File: src/akb_pkg.sv
`default_nettype none
package akb_pkg;
  localparam int KEY_W = 185;
  localparam int NUM_RNG = 8;
  localparam logic [3:0] TYPE_ARP = 4'h3;
  localparam logic [3:0] TYPE_IP4_L4 = 4'h4;
  // common positions
  localparam int P_TYPE = 0;
  localparam int P_FIRST = 4;
  // resolution key positions
  localparam int PA_SMAC = 46;
  localparam int PA_HW_ETH = 94;
  localparam int PA_PROTO_IP = 95;
  localparam int PA_LEN_OK = 96;
  localparam int PA_TGT_EQ = 97;
  localparam int PA_SND_EQ = 98;
  localparam int PA_OP_UNK = 99;
  localparam int PA_OP = 100;
  localparam int PA_DIP = 102;
  localparam int PA_SIP = 134;
  localparam int PA_IP_EQ = 166;
  // ip transport key positions
  localparam int PI_V4 = 46;
  localparam int PI_FRAG = 47;
  localparam int PI_LATER = 48;
  localparam int PI_OPTS = 49;
  localparam int PI_TTL = 50;
  localparam int PI_TOS = 51;
  localparam int PI_DIP = 59;
  localparam int PI_SIP = 91;
  localparam int PI_IP_EQ = 123;
  localparam int PI_TCP = 124;
  localparam int PI_DPORT = 125;
  localparam int PI_SPORT = 141;
  localparam int PI_RNG = 157;
  localparam int PI_PORT_EQ = 165;
  localparam int PI_FLAGS = 166;
  localparam int PI_DOM = 173;
  localparam int PI_VER = 181;
  localparam int PI_L4_LO = 125;
  // frame header values
  localparam logic [15:0] HTYPE_ETH = 16'h0001;
  localparam logic [15:0] PTYPE_IP = 16'h0800;
  localparam logic [7:0] HLEN_ETH = 8'h06;
  localparam logic [7:0] PLEN_IP = 8'h04;
  localparam logic [15:0] OP_ARP_REQ = 16'h0001;
  localparam logic [15:0] OP_ARP_REP = 16'h0002;
  localparam logic [15:0] OP_RARP_REQ = 16'h0003;
  localparam logic [15:0] OP_RARP_REP = 16'h0004;
  localparam logic [7:0] PROTO_TCP = 8'h06;
  localparam logic [7:0] PROTO_UDP = 8'h11;
  localparam logic [3:0] IHL_PLAIN = 4'h5;
  // register map
  localparam logic [11:0] ADDR_CTRL = 12'h000;
  localparam logic [11:0] ADDR_STAT = 12'h004;
  localparam logic [11:0] ADDR_RTYPE = 12'h008;
  localparam logic [11:0] ADDR_RBASE = 12'h010;
  localparam logic [11:0] ADDR_RLAST = 12'h02c;
  localparam int CTRL_V6STD = 0;
  localparam logic [31:0] CTRL_RST = 32'h0000_0001;
  localparam logic [23:0] RTYPE_RST = 24'h00_0000;
  localparam logic [31:0] RBOUND_RST = 32'hffff_0000;
  typedef enum logic [2:0] {
    RNG_SPORT = 3'b000,
    RNG_DPORT = 3'b001,
    RNG_EITHER = 3'b010,
    RNG_VID = 3'b011,
    RNG_DSCP = 3'b100
  } akb_rng_kind_t;
endpackage
`default_nettype wire

File: src/akb_range_check.sv
`default_nettype none
module akb_range_check (
  input wire logic [15:0] sport,
  input wire logic [15:0] dport,
  input wire logic [11:0] vid,
  input wire logic [5:0] dscp,
  input wire logic [23:0] kinds,
  input wire logic [7:0][15:0] lo,
  input wire logic [7:0][15:0] hi,
  output logic [7:0] hit
);
  function automatic logic in_rng(input logic [15:0] v,
                                  input logic [15:0] l,
                                  input logic [15:0] h);
    in_rng = (v >= l) && (v <= h);
  endfunction

  always_comb begin
    for (int i = 0; i < akb_pkg::NUM_RNG; i++) begin
      case (akb_pkg::akb_rng_kind_t'(kinds[i*3 +: 3]))
        akb_pkg::RNG_SPORT: hit[i] = in_rng(sport, lo[i], hi[i]);
        akb_pkg::RNG_DPORT: hit[i] = in_rng(dport, lo[i], hi[i]);
        akb_pkg::RNG_EITHER: hit[i] = in_rng(sport, lo[i], hi[i]) |
                                      in_rng(dport, lo[i], hi[i]);
        akb_pkg::RNG_VID: hit[i] = in_rng({4'h0, vid}, lo[i], hi[i]);
        akb_pkg::RNG_DSCP: hit[i] = in_rng({10'h000, dscp}, lo[i], hi[i]);
        default: hit[i] = 1'b0;
      endcase
    end
  end
endmodule
`default_nettype wire

File: src/akb_l4_flag_sel.sv
`default_nettype none
module akb_l4_flag_sel (
  input wire logic is_ptp,
  input wire logic [31:0] tcp_seq,
  input wire logic [5:0] tcp_flags,
  input wire logic [3:0] ptp_msg_type,
  input wire logic [7:0] ptp_flag_field,
  output logic [6:0] flags
);
  // order: seq/type0, fin, syn, rst, psh, ack, urg
  always_comb begin
    if (is_ptp) begin
      flags = {ptp_flag_field[7], ptp_flag_field[2], ptp_flag_field[1],
               ptp_msg_type};
    end else begin
      flags = {tcp_flags, tcp_seq == 32'h0000_0000};
    end
  end
endmodule
`default_nettype wire

File: src/akb_key_builder.sv
// Summary of operation
// - resolution key carries frame source MAC from bit 46
// - bit 94 set when hardware space is Ethernet
// - bit 95 set when protocol space is IP
// - bit 96 set when address lengths are 6 and 4
// - bit 97 set when target hardware address equals source MAC
// - bit 98 set when sender hardware address equals source MAC
// - two-bit operation at 100; bit 99 flags unknown opcode
// - target address at 102, sender at 134, bit 166 when equal
// - bit 46 marks v4; v6 uses this key when its own key disabled
// - bit 47 set when more-fragments or offset nonzero
// - bit 48 for later fragments; their transport fields are don't-care
// - bit 49 when header length above 5; transport fields don't-care
// - bit 50 when TTL nonzero; service byte from bit 51
// - addresses at 59 and 91; v6 puts source halves there
// - bit 123 when full source and destination addresses equal
// - bit 124 set for IS_TCP_FLAG, clear for UDP
// - ports at 125 and 141; bit 165 when equal
// - eight range hits at bit 157
// - bit 166 sequence zero for IS_TCP_FLAG, message type bit 0 for PTP
// - bits 167-169 IS_TCP_FLAG FIN SYN RST, or PTP message type bits 1-3
// - bits 170-172 IS_TCP_FLAG PSH ACK URG, or PTP flag bits 1, 2, 7
// - PTP domain at 173 and version at 181
// - four-bit key type at bit 0: 3 resolution, 4 transport
// - bit 4 set on first lookup, clear on second
//
// The implementer's own choices: register access over APB and the address map.
`default_nettype none
module akb_key_builder (
  input wire logic pclk,
  input wire logic presetn,
  input wire logic psel,
  input wire logic penable,
  input wire logic pwrite,
  input wire logic [11:0] paddr,
  input wire logic [31:0] pwdata,
  output logic [31:0] prdata,
  output logic pready,
  output logic pslverr,
  input wire logic frm_valid,
  output logic frm_ready,
  input wire logic frm_first_lookup,
  input wire logic frm_is_arp,
  input wire logic frm_is_ip4,
  input wire logic frm_is_ip6,
  input wire logic frm_is_ptp,
  input wire logic [47:0] src_mac_field,
  input wire logic [15:0] arp_hw_space,
  input wire logic [15:0] arp_proto_space,
  input wire logic [7:0] arp_hw_len,
  input wire logic [7:0] arp_proto_len,
  input wire logic [15:0] arp_op,
  input wire logic [47:0] arp_sender_hw,
  input wire logic [47:0] arp_target_hw,
  input wire logic [31:0] arp_sender_ip,
  input wire logic [31:0] arp_target_ip,
  input wire logic ip_more_frags,
  input wire logic [12:0] ip_frag_offset,
  input wire logic [3:0] ip_hdr_len,
  input wire logic [7:0] ip_ttl,
  input wire logic [7:0] service_type_field,
  input wire logic [7:0] ip_proto,
  input wire logic [127:0] ip_src,
  input wire logic [127:0] ip_dst,
  input wire logic [15:0] src_port_field,
  input wire logic [15:0] dest_port_field,
  input wire logic [31:0] tcp_seq,
  input wire logic [5:0] tcp_flags,
  input wire logic [3:0] ptp_msg_type,
  input wire logic [7:0] ptp_flag_field,
  input wire logic [7:0] ptp_domain_field,
  input wire logic [3:0] ptp_version_field,
  input wire logic [11:0] cls_vid,
  input wire logic [5:0] cls_dscp,
  output logic key_valid,
  input wire logic key_ready,
  output logic [akb_pkg::KEY_W-1:0] key_data,
  output logic [akb_pkg::KEY_W-1:0] key_mask
);
  logic [31:0] ctrl;
  logic [23:0] rng_kinds;
  logic [7:0][31:0] rng_bound;
  logic [7:0][15:0] rng_lo;
  logic [7:0][15:0] rng_hi;
  logic [15:0] built_cnt;
  logic [15:0] skipped_cnt;
  logic [7:0] range_hit_mask;
  logic [6:0] l4_flags;
  logic v6_standard_key;
  logic is_tcp_flag;
  logic l4_frame;
  logic arp_sel;
  logic ip_sel;
  logic take;
  logic later_fragment_flag;
  logic has_ip_options_flag;
  logic l4_void;
  logic ptp_sel;
  logic [31:0] next_prdata;
  logic addr_ok;
  logic [akb_pkg::KEY_W-1:0] next_key_data;
  logic [akb_pkg::KEY_W-1:0] next_key_mask;

  assign v6_standard_key = ctrl[akb_pkg::CTRL_V6STD];
  assign pready = 1'b1;
  assign addr_ok = (paddr == akb_pkg::ADDR_CTRL) ||
                   (paddr == akb_pkg::ADDR_STAT) ||
                   (paddr == akb_pkg::ADDR_RTYPE) ||
                   ((paddr >= akb_pkg::ADDR_RBASE) &&
                    (paddr <= akb_pkg::ADDR_RLAST) &&
                    (paddr[1:0] == 2'b00));
  assign pslverr = psel & penable & ~addr_ok;

  // bounds sit in consecutive words counted from the range base, not at
  // the raw address bits, so the base need not be eight-word aligned
  function automatic logic [2:0] rng_index(input logic [11:0] a);
    logic [11:0] off;
    off = a - akb_pkg::ADDR_RBASE;
    return off[4:2];
  endfunction

  // register writes
  always_ff @(posedge pclk or negedge presetn) begin
    if (!presetn) begin
      ctrl <= akb_pkg::CTRL_RST;
    end else if (psel && penable && pwrite &&
                 paddr == akb_pkg::ADDR_CTRL) begin
      ctrl <= {31'h0000_0000, pwdata[akb_pkg::CTRL_V6STD]};
    end
  end

  always_ff @(posedge pclk or negedge presetn) begin
    if (!presetn) begin
      rng_kinds <= akb_pkg::RTYPE_RST;
    end else if (psel && penable && pwrite &&
                 paddr == akb_pkg::ADDR_RTYPE) begin
      rng_kinds <= pwdata[23:0];
    end
  end

  always_ff @(posedge pclk or negedge presetn) begin
    if (!presetn) begin
      for (int i = 0; i < akb_pkg::NUM_RNG; i++) begin
        rng_bound[i] <= akb_pkg::RBOUND_RST;
      end
    end else if (psel && penable && pwrite && addr_ok &&
                 paddr >= akb_pkg::ADDR_RBASE) begin
      rng_bound[rng_index(paddr)] <= pwdata;
    end
  end

  always_comb begin
    for (int i = 0; i < akb_pkg::NUM_RNG; i++) begin
      rng_lo[i] = rng_bound[i][15:0];
      rng_hi[i] = rng_bound[i][31:16];
    end
  end

  // read data is captured in the setup phase so it stands in access
  always_comb begin
    next_prdata = 32'h0000_0000;
    if (paddr == akb_pkg::ADDR_CTRL) begin
      next_prdata = ctrl;
    end else if (paddr == akb_pkg::ADDR_STAT) begin
      next_prdata = {skipped_cnt, built_cnt};
    end else if (paddr == akb_pkg::ADDR_RTYPE) begin
      next_prdata = {8'h00, rng_kinds};
    end else if (addr_ok) begin
      next_prdata = rng_bound[rng_index(paddr)];
    end
  end

  always_ff @(posedge pclk or negedge presetn) begin
    if (!presetn) begin
      prdata <= 32'h0000_0000;
    end else if (psel && !penable && !pwrite) begin
      prdata <= next_prdata;
    end
  end

  // frame classification
  assign is_tcp_flag = (ip_proto == akb_pkg::PROTO_TCP);
  assign l4_frame = is_tcp_flag || (ip_proto == akb_pkg::PROTO_UDP);
  assign arp_sel = frm_is_arp;
  // v6 frames fall back to this key only while their own is off
  assign ip_sel = l4_frame &&
                  (frm_is_ip4 || (frm_is_ip6 && !v6_standard_key));
  assign ptp_sel = frm_is_ptp && !is_tcp_flag;
  assign later_fragment_flag = (ip_frag_offset != 13'h0000);
  assign has_ip_options_flag = frm_is_ip4 &&
                               (ip_hdr_len > akb_pkg::IHL_PLAIN);
  // options are not skipped, so transport bytes cannot be trusted
  assign l4_void = later_fragment_flag || has_ip_options_flag;
  assign frm_ready = ~key_valid | key_ready;
  assign take = frm_valid & frm_ready;

  akb_range_check u_rng (
    .sport(src_port_field),
    .dport(dest_port_field),
    .vid(cls_vid),
    .dscp(cls_dscp),
    .kinds(rng_kinds),
    .lo(rng_lo),
    .hi(rng_hi),
    .hit(range_hit_mask)
  );

  akb_l4_flag_sel u_flags (
    .is_ptp(ptp_sel),
    .tcp_seq(tcp_seq),
    .tcp_flags(tcp_flags),
    .ptp_msg_type(ptp_msg_type),
    .ptp_flag_field(ptp_flag_field),
    .flags(l4_flags)
  );

  // key assembly
  // mask bit 1 means the array compares that bit; 0 is don't-care
  always_comb begin
    next_key_data = '0;
    next_key_mask = '0;
    next_key_data[akb_pkg::P_FIRST] = frm_first_lookup;
    next_key_mask[akb_pkg::P_TYPE +: 5] = 5'h1f;
    if (arp_sel) begin
      next_key_data[akb_pkg::P_TYPE +: 4] = akb_pkg::TYPE_ARP;
      next_key_data[akb_pkg::PA_SMAC +: 48] = src_mac_field;
      next_key_mask[akb_pkg::PA_SMAC +: 48] = '1;
      next_key_data[akb_pkg::PA_HW_ETH] =
        (arp_hw_space == akb_pkg::HTYPE_ETH);
      next_key_data[akb_pkg::PA_PROTO_IP] =
        (arp_proto_space == akb_pkg::PTYPE_IP);
      next_key_data[akb_pkg::PA_LEN_OK] =
        (arp_hw_len == akb_pkg::HLEN_ETH) &&
        (arp_proto_len == akb_pkg::PLEN_IP);
      next_key_data[akb_pkg::PA_TGT_EQ] =
        (arp_target_hw == src_mac_field);
      next_key_data[akb_pkg::PA_SND_EQ] =
        (arp_sender_hw == src_mac_field);
      case (arp_op)
        akb_pkg::OP_ARP_REQ: next_key_data[akb_pkg::PA_OP +: 2] = 2'h0;
        akb_pkg::OP_ARP_REP: next_key_data[akb_pkg::PA_OP +: 2] = 2'h1;
        akb_pkg::OP_RARP_REQ: next_key_data[akb_pkg::PA_OP +: 2] = 2'h2;
        akb_pkg::OP_RARP_REP: next_key_data[akb_pkg::PA_OP +: 2] = 2'h3;
        default: next_key_data[akb_pkg::PA_OP_UNK] = 1'b1;
      endcase
      next_key_mask[akb_pkg::PA_HW_ETH +: 8] = 8'hff;
      next_key_data[akb_pkg::PA_DIP +: 32] = arp_target_ip;
      next_key_data[akb_pkg::PA_SIP +: 32] = arp_sender_ip;
      next_key_mask[akb_pkg::PA_DIP +: 64] = '1;
      next_key_data[akb_pkg::PA_IP_EQ] =
        (arp_target_ip == arp_sender_ip);
      next_key_mask[akb_pkg::PA_IP_EQ] = 1'b1;
    end else if (ip_sel) begin
      next_key_data[akb_pkg::P_TYPE +: 4] = akb_pkg::TYPE_IP4_L4;
      next_key_data[akb_pkg::PI_V4] = frm_is_ip4;
      next_key_data[akb_pkg::PI_FRAG] =
        ip_more_frags || later_fragment_flag;
      next_key_data[akb_pkg::PI_LATER] = later_fragment_flag;
      next_key_data[akb_pkg::PI_OPTS] = has_ip_options_flag;
      next_key_data[akb_pkg::PI_TTL] = (ip_ttl != 8'h00);
      next_key_data[akb_pkg::PI_TOS +: 8] = service_type_field;
      if (frm_is_ip4) begin
        next_key_data[akb_pkg::PI_DIP +: 32] = ip_dst[31:0];
        next_key_data[akb_pkg::PI_SIP +: 32] = ip_src[31:0];
        next_key_data[akb_pkg::PI_IP_EQ] =
          (ip_src[31:0] == ip_dst[31:0]);
      end else begin
        next_key_data[akb_pkg::PI_DIP +: 32] = ip_src[63:32];
        next_key_data[akb_pkg::PI_SIP +: 32] = ip_src[31:0];
        next_key_data[akb_pkg::PI_IP_EQ] = (ip_src == ip_dst);
      end
      next_key_data[akb_pkg::PI_TCP] = is_tcp_flag;
      next_key_mask[akb_pkg::PI_V4 +: 79] = '1;
      next_key_data[akb_pkg::PI_DPORT +: 16] = dest_port_field;
      next_key_data[akb_pkg::PI_SPORT +: 16] = src_port_field;
      next_key_data[akb_pkg::PI_RNG +: 8] = range_hit_mask;
      next_key_data[akb_pkg::PI_PORT_EQ] =
        (src_port_field == dest_port_field);
      next_key_mask[akb_pkg::PI_DPORT +: 41] = '1;
      // plain UDP has no flag bits to compare
      if (is_tcp_flag || ptp_sel) begin
        next_key_data[akb_pkg::PI_FLAGS +: 7] = l4_flags;
        next_key_mask[akb_pkg::PI_FLAGS +: 7] = 7'h7f;
      end
      if (ptp_sel) begin
        next_key_data[akb_pkg::PI_DOM +: 8] = ptp_domain_field;
        next_key_data[akb_pkg::PI_VER +: 4] = ptp_version_field;
        next_key_mask[akb_pkg::PI_DOM +: 12] = 12'hfff;
      end
      if (l4_void) begin
        next_key_data[akb_pkg::KEY_W-1:akb_pkg::PI_L4_LO] = '0;
        next_key_mask[akb_pkg::KEY_W-1:akb_pkg::PI_L4_LO] = '0;
      end
    end
  end

  // output stage
  always_ff @(posedge pclk or negedge presetn) begin
    if (!presetn) begin
      key_valid <= 1'b0;
    end else if (take) begin
      key_valid <= arp_sel | ip_sel;
    end else if (key_ready) begin
      key_valid <= 1'b0;
    end
  end

  always_ff @(posedge pclk or negedge presetn) begin
    if (!presetn) begin
      key_data <= '0;
      key_mask <= '0;
    end else if (take && (arp_sel || ip_sel)) begin
      key_data <= next_key_data;
      key_mask <= next_key_mask;
    end
  end

  // counters saturate so software can tell overflow from wrap
  always_ff @(posedge pclk or negedge presetn) begin
    if (!presetn) begin
      built_cnt <= 16'h0000;
    end else if (take && (arp_sel || ip_sel) && built_cnt != 16'hffff) begin
      built_cnt <= built_cnt + 16'h0001;
    end
  end

  always_ff @(posedge pclk or negedge presetn) begin
    if (!presetn) begin
      skipped_cnt <= 16'h0000;
    end else if (take && !arp_sel && !ip_sel &&
                 skipped_cnt != 16'hffff) begin
      skipped_cnt <= skipped_cnt + 16'h0001;
    end
  end
endmodule
`default_nettype wire

File: config.mk
export PLATFORM = sky130hd
export DESIGN_NAME = akb_key_builder
export DESIGN_NICKNAME = d
export VERILOG_FILES = /design/src/akb_pkg.sv /design/src/akb_range_check.sv /design/src/akb_l4_flag_sel.sv /design/src/akb_key_builder.sv
export SDC_FILE = /design/constraint.sdc
export NUM_CORES = 2
export LEC_CHECK = 0
export ABC_AREA = 1
export BUFFER_PORTS_ARGS = -buffer_cell sky130_fd_sc_hd__buf_4
export CAP_MARGIN = 20
export CELL_PAD_IN_SITES_DETAIL_PLACEMENT = 1
export CELL_PAD_IN_SITES_GLOBAL_PLACEMENT = 2
export CORE_AREA = 2 2 442 444
export CTS_CLUSTER_DIAMETER = 120
export DETAILED_ROUTE_END_ITERATION = 8
export DIE_AREA = 0 0 444 446
export PLACE_DENSITY = 0.71
export SKIP_LAST_GASP = 1
export SLEW_MARGIN = 20
export SYNTH_ARGS = -nofsm -noshare
export SYNTH_HDL_FRONTEND = slang
export SYNTH_HIERARCHICAL = 1
export SYNTH_SLANG_ARGS = --single-unit
File: constraint.sdc
create_clock -name pclk -period 3.45 [get_ports pclk]
set_clock_uncertainty 0.2 [all_clocks]
set_input_delay 0.345 -clock pclk [delete_from_list [all_inputs] [get_ports pclk]]
set_output_delay 0.345 -clock pclk [all_outputs]
set_load 0.01 [all_outputs]
* Word-level counts from Yosys, hierarchy flattened
Cells that the tools add are included.
** Storage, ports and cells
- Bits in registers :: 634
- Input bits :: 738
- Logic and storage cells :: 275
** Operators by class
- Order comparisons :: 69
- Equality and inequality tests :: 52
- Reductions and logical operators :: 83
- Bitwise gates (word level) :: 15
- Mux-type cells :: 37
- Add/sub/neg operators :: 3
** Operators by type and width (count)
- 139-bit two-way mux :: 2
- 256-bit bitwise mux :: 1
- 16-bit greater-or-equal comparator :: 16
- 16-bit less-or-equal comparator :: 16
- 121-bit two-way mux :: 2
- 32-bit two-way mux :: 6
- 128-bit equality test :: 1
- 12-bit by 16-bit greater-or-equal comparator with 1-bit output :: 8
- 6-bit by 16-bit greater-or-equal comparator with 1-bit output :: 8
- 12-bit by 16-bit less-or-equal comparator with 1-bit output :: 8
- 6-bit by 16-bit less-or-equal comparator with 1-bit output :: 8
- 60-bit two-way mux :: 2
- 32-bit binary-select mux with 3-bit select :: 1
- 32-bit demux with 3-bit select :: 1
- 48-bit equality test :: 2
- 65-bit two-way mux :: 1
- 32-bit equality test :: 2
- 1-bit logical AND :: 53
- 3-bit by 2-bit equality test with 1-bit output, second input constant :: 16
- 1-bit case mux with 5 select lines :: 8
- 18-bit two-way mux :: 2
- 16-bit by 1-bit adder with 16-bit output, second input constant :: 2
- 16-bit by 1-bit equality test with 1-bit output, second input constant :: 2
- 16-bit by 2-bit equality test with 1-bit output, second input constant :: 2
- other kinds (34) :: 89

* Depth between registers and ports, before layout
- Depth after elaboration :: 8
- Mapped depth :: 18

* Modules after synthesis
Netlist, hierarchy kept.
** Modules (own cells, without submodules)
- akb_key_builder :: area an instance 29214.3 µm², instances 1, cells each 3923
- akb_range_check :: area an instance 20558.5 µm², instances 1, cells each 3325
- akb_l4_flag_sel :: area an instance 203.9 µm², instances 1, cells each 37

* Worst setup path after synthesis
No wires, ideal clock.
- Kind :: register to output
- Start :: register, netlist name key_mask[124]
- End :: output port key_mask[100] (netlist name)
- Path buffers :: 1
- Data required time :: 2.905 ns
- Stages on the path, launching flop included :: 2
- Arrival time :: 1.831 ns
- Setup slack :: 1.074 ns
- Path through :: dfrtp_1 -> buf_4
** RTL lines
- end: declaration :: line akb_key_builder.sv:78 : output logic [akb_pkg::KEY_W-1:0] key_mask

* Worst setup path after layout
- Start :: register ctrl[0]
- End :: register key_data[121] (netlist name)
** Between the ends
- Word-level cells in the longest chain between the ends :: 6
- Elaborated cells on any way between the ends :: 8
- Those cells by class :: mux: 2; reduce/logical: 6
** RTL lines
- start: declaration :: line akb_key_builder.sv:80 : logic [31:0] ctrl;
- start signal: assignment :: line akb_key_builder.sv:125 : ctrl <= akb_pkg::CTRL_RST;
- start signal: assignment :: line akb_key_builder.sv:128 : ctrl <= {31'h0000_0000, pwdata[akb_pkg::CTRL_V6STD]};
- 1-bit logical NOT * :: line akb_key_builder.sv:187 : (frm_is_ip4 || (frm_is_ip6 && !v6_standard_key));
- 1-bit logical AND * :: line akb_key_builder.sv:187
- 1-bit logical OR * :: line akb_key_builder.sv:187
- 1-bit logical AND * :: line akb_key_builder.sv:186 : assign ip_sel = l4_frame &&
- 139-bit two-way mux / 1-bit logical OR (equally long branches) :: line akb_key_builder.sv:253, akb_key_builder.sv:312
- 121-bit two-way mux / 1-bit logical AND (equally long branches) :: line akb_key_builder.sv:224, akb_key_builder.sv:312
- end signal: assignment :: line akb_key_builder.sv:313 : key_data <= next_key_data;
- end: declaration :: line akb_key_builder.sv:77 : output logic [akb_pkg::KEY_W-1:0] key_data,
Mark *: on every way between the ends. The rest lies on a longest branch, timed or not.
A chain may end at the register's enable or synchronous reset.

==> qor.csv <==
stage,metric,value,unit
floorplan,Die Area,198000,um^2
power_and_ir_drop,Switching Share,36.9,%
worst_setup_path,WP data required,3.86,ns
sta,setup ws final,0.211,ns
routing,drt total wl,335,mm
place,routability cong.,0.991,
worst_setup_path,cell depth of the worst flop-to-flop path,11,
place,pre-CTS setup slack,0.323,ns
routing,initial detailed-routing violation count,4666,
worst_setup_path,worst reg2reg setup slack,0.21,ns
sta,setup TNS,0,ns
worst_setup_path,Setup crit end kind,flop,
worst_hold_path,min-delay src,src_mac_field[23],
worst_setup_path,Crit path max-delay family,buffers and inverters,
cells_and_area,"Core Util, Final",33.7,%
worst_hold_path,WHS Path Cells,3,
logic_synthesis,Mapped Area,50000,um^2
routing,drc violations,0,
global_route,grt total ovfl,0,
logic_synthesis,Synth async-reset ratio,100,%
global_route,All-Layer GR Usage,32.6,%
power_and_ir_drop,P_int,0.0127,W
power_and_ir_drop,VDD IR max,0.369,mV
logic_synthesis,Mapped Cells,7285,
worst_setup_path,WP buf/inv,6,
sta,Setup Viol. Count Final,0,
clock_tree,clock sinks,494,
run,max-cap viol count,0,
clock_tree,post-CTS setup buffer count,0,
logic_synthesis,"EDFF count, synth",0,
floorplan,Initial Util,25.8,%
cells_and_area,share of layout cells above drive strength 1,18.2,%
clock_tree,"Clk pin slew, worst setup/hold paths",0.06,ns
floorplan,row count,162,
global_route,first-pass GRT wire length,452,mm
worst_setup_path,crit-path cells,"inv_1, a21oi_1, inv_1, nand2_1, a21oi_4, buf_4, inv_6, buf_4, nand2_1, o211ai_1, dlygate4sd3_1",
sta,Max transition margin,8.89,%
power_and_ir_drop,clock network fraction of total power,38.6,%
floorplan,DIE HEIGHT,446,um
global_route,initial antenna violation count,54,
clock_tree,root buf cell,clkbuf_16,
clock_tree,Skew-Pair Late Insertion Delay,0.72,ns
power_and_ir_drop,switching power,0.00742,W
worst_setup_path,CP Max Fanout,31,
sta,final hold violations,0,
worst_setup_path,Worst R2R Start,ctrl[0],
logic_synthesis,synthesis warning total,6,
logic_synthesis,Yosys reg bits,494,
power_and_ir_drop,pwr/cell area,309,nW/um^2
cells_and_area,area occupied by multi-input gates,31900,um^2
place,IO Port Bufs,1053,
routing,mean number of vias per cell,5.10,
sta,RSZ-0062 raised after global routing,no,
floorplan,Die X,444,um
worst_setup_path,critical path's slowest cell,dlygate4sd3_1,
sta,post-layout min period,3.24,ns
clock_tree,CTS H-tree depth,3,
sta,Final Slew Violations,0,
global_route,vias in the first global route,57100,
global_route,largest net degree at the start of global routing,82,
place,hpwl dp,273,mm
power_and_ir_drop,Comb pwr share,29.3,%
sta,fmax,0.309,GHz
cells_and_area,register area,12500,um^2
floorplan,Core ar.,194000,um^2
cells_and_area,fill cell count,24100,
cells_and_area,NumNets Final,10000,
clock_tree,Clock Tree Buf Depth,3,
power_and_ir_drop,Seq pwr share,32.1,%
worst_setup_path,kind of critical path,reg -> reg,
logic_synthesis,Syn Area/Cell,6.86,um^2
clock_tree,CTS tree,built,
worst_hold_path,hold crit path type,in -> reg,
power_and_ir_drop,LEAKAGE,34.1,nW
worst_setup_path,worst r2r dst,key_data[121],
worst_setup_path,CP peak stage delay,0.60,ns
routing,Pre-Repair DR Iteration Count,5,
worst_setup_path,critical path startpoint category,flop,
routing,DR WL/cell,30.2,um
cells_and_area,area delta synth->final,30.5,%
sta,final worst-path cycle share,93.9,%
logic_synthesis,Netlist cell types,56,
routing,Final ANT Viol Nets,0,
logic_synthesis,ys flop type,dfrtp_1,
sta,worst slew pin tran,1.35,ns
clock_tree,TritonCTS Buffers,72,
routing,Vias,56600,
worst_setup_path,Arrival @ worst endpoint,3.65,ns
worst_hold_path,hold endpoint,key_data[69],
logic_synthesis,sequential area share after synthesis,25.1,%
floorplan,I/O pins,1144,
outcome,outcome,"complete, no violations",
state kept, by name, summed over array words and instances, names as in the netlist:
register and count:
ctrl 1, skipped_cnt 16, built_cnt 16, key_valid 1
key_data 142, rng_kinds 24, rng_bound 256, prdata 32
key_mask 6
cell type report:
class / instances / area share, %
Inverter: 887 / 5.11
Clock buffer: 105 / 3.04
Tap cell: 2542 / 4.88
Antenna cell: 28 / 0.107
Timing Repair Buffer: 1461 / 18.2
Multi-Input combinational cell: 5550 / 48.9
Sequential cell: 494 / 19.2
Clock inverter: 25 / 0.560
metal layers:
metal | routed length (um) | global-route usage (%)
met5 | 70 | 0
met4 | 18400 | 16.6
met3 | 26400 | 7.58
met2 | 146000 | 50.4
met1 | 144000 | 42.4
power groups by stage:
stage / logic (W) / registers, W / clock network (W)
floorplan: 0.00217 / 0.00650 / 0
global placement: 0.00530 / 0.00653 / 0
detailed placement: 0.00543 / 0.00654 / 0
CTS: 0.00581 / 0.00645 / 0.00792
global route: 0.00630 / 0.00649 / 0.00812
finish: 0.00590 / 0.00646 / 0.00777
cells in the mapped netlist (all sizes together), types with 5 or more instances:
| cell | instances | area (um^2) |
|---|---|---|
| buf | 300 | 2110 |
| dfrtp | 365 | 9130 |
| a21oi | 342 | 1730 |
| o221ai | 29 | 254 |
| o22ai | 134 | 838 |
| clkbuf | 136 | 510 |
| nor4 | 24 | 163 |
| o21ai | 489 | 2450 |
| and2 | 15 | 93.8 |
| dfstp | 129 | 3390 |
| xnor2 | 71 | 622 |
| a22oi | 5 | 37.5 |
| nand3 | 216 | 1100 |
| or2 | 32 | 203 |
| xor2 | 69 | 604 |
| mux2i | 14 | 140 |
| o211ai | 45 | 338 |
| a21o | 21 | 158 |
| nand2 | 2317 | 8710 |
| a211oi | 5 | 37.5 |
| nand4 | 112 | 701 |
| inv | 886 | 3330 |
| o21a | 12 | 90.1 |
| nor2 | 580 | 2240 |
| ha | 802 | 10000 |
| o21bai | 18 | 135 |
| nor3 | 62 | 320 |
| nor2b | 5 | 31.3 |
| nand3b | 7 | 52.6 |
| mux2 | 29 | 327 |
worst min-delay path, delay by kind of cell:
| kind | cells | cell delay (ns) |
|---|---|---|
| buffers and inverters | 2 | 0.28 |
| AO/OA/AOI/OAI | 1 | 0.25 |
worst max path at each step:
stage | from | to | slack, ns | cells past startpoint
floorplan | key_mask[124] | key_mask[100] | 1.07 | 1
global placement | dest_port_field[13] | key_data[164] | 0.28 | 12
detailed placement | dest_port_field[13] | key_data[164] | 0.32 | 12
CTS | ctrl[0] | key_data[124] | 0.21 | 11
global route | ctrl[0] | key_data[155] | 0.07 | 11
finish | ctrl[0] | key_data[121] | 0.21 | 11
logic make-up (layout without fill, tap and decap cells):
family / count (synthesis) / in the layout / share of synthesized area, %
and+or+nand+nor: 3374 / 3374 / 27.3
buffers and inverters: 1323 / 2478 / 11.9
AOI/OAI and AO/OA: 1107 / 1107 / 12.3
adders and majority gates: 802 / 802 / 20.1
DFF: 494 / 494 / 25.1
xor gates and xnor gates: 140 / 140 / 2.45
muxes: 43 / 43 / 0.934
other: 2 / 112 / 0.0150
placed cells by master, fill, tap and decap left out, types with 11 or more instances in the layout:
master            n
nand2_1        2307
buf_4          1197
inv_1           878
ha_1            802
nor2_1          564
o21ai_0         478
dfrtp_1         364
a21oi_1         338
dlygate4sd3_1   241
nand3_1         212
o22ai_1         134
dfstp_2         129
nand4_1         112
conb_1           84
clkbuf_16        72
xnor2_1          71
xor2_1           69
nor3_1           60
o211ai_1         45
or2_2            30
o221ai_1         29
diode_2          28
clkbuf_1         27
mux2_2           24
nor4_1           22
buf_12           22
a21o_1           21
o21bai_1         18
and2_1           15
mux2i_1          14
nor2_4           12
o21a_1           12
o21ai_1          11
metrics by stage:
stage / cells / total power [W] / hold WS [ns] / instance area (um^2)
2_1_floorplan: 7367 / 0.00867 / -0.151 / 50300
3_3_place_gp: 10700 / 0.0118 / 0.125 / 60400
3_5_place_dp: 10700 / 0.0120 / 0.131 / 60400
4_1_cts: 11100 / 0.0202 / 0.0000121 / 65100
5_1_grt: 11100 / 0.0209 / 0.0265 / 65200
6_report: 11100 / 0.0201 / 0.0442 / 65200
timing repair:
| item | 4_1_cts | 5_1_grt |
|---|---|---|
| hold buffers | 242 | 0 |
| gates resized for setup | 0 | 0 |
| hold endpoints to repair | 748 | 0 |
Note: power is estimated with default switching activity, not from simulation.
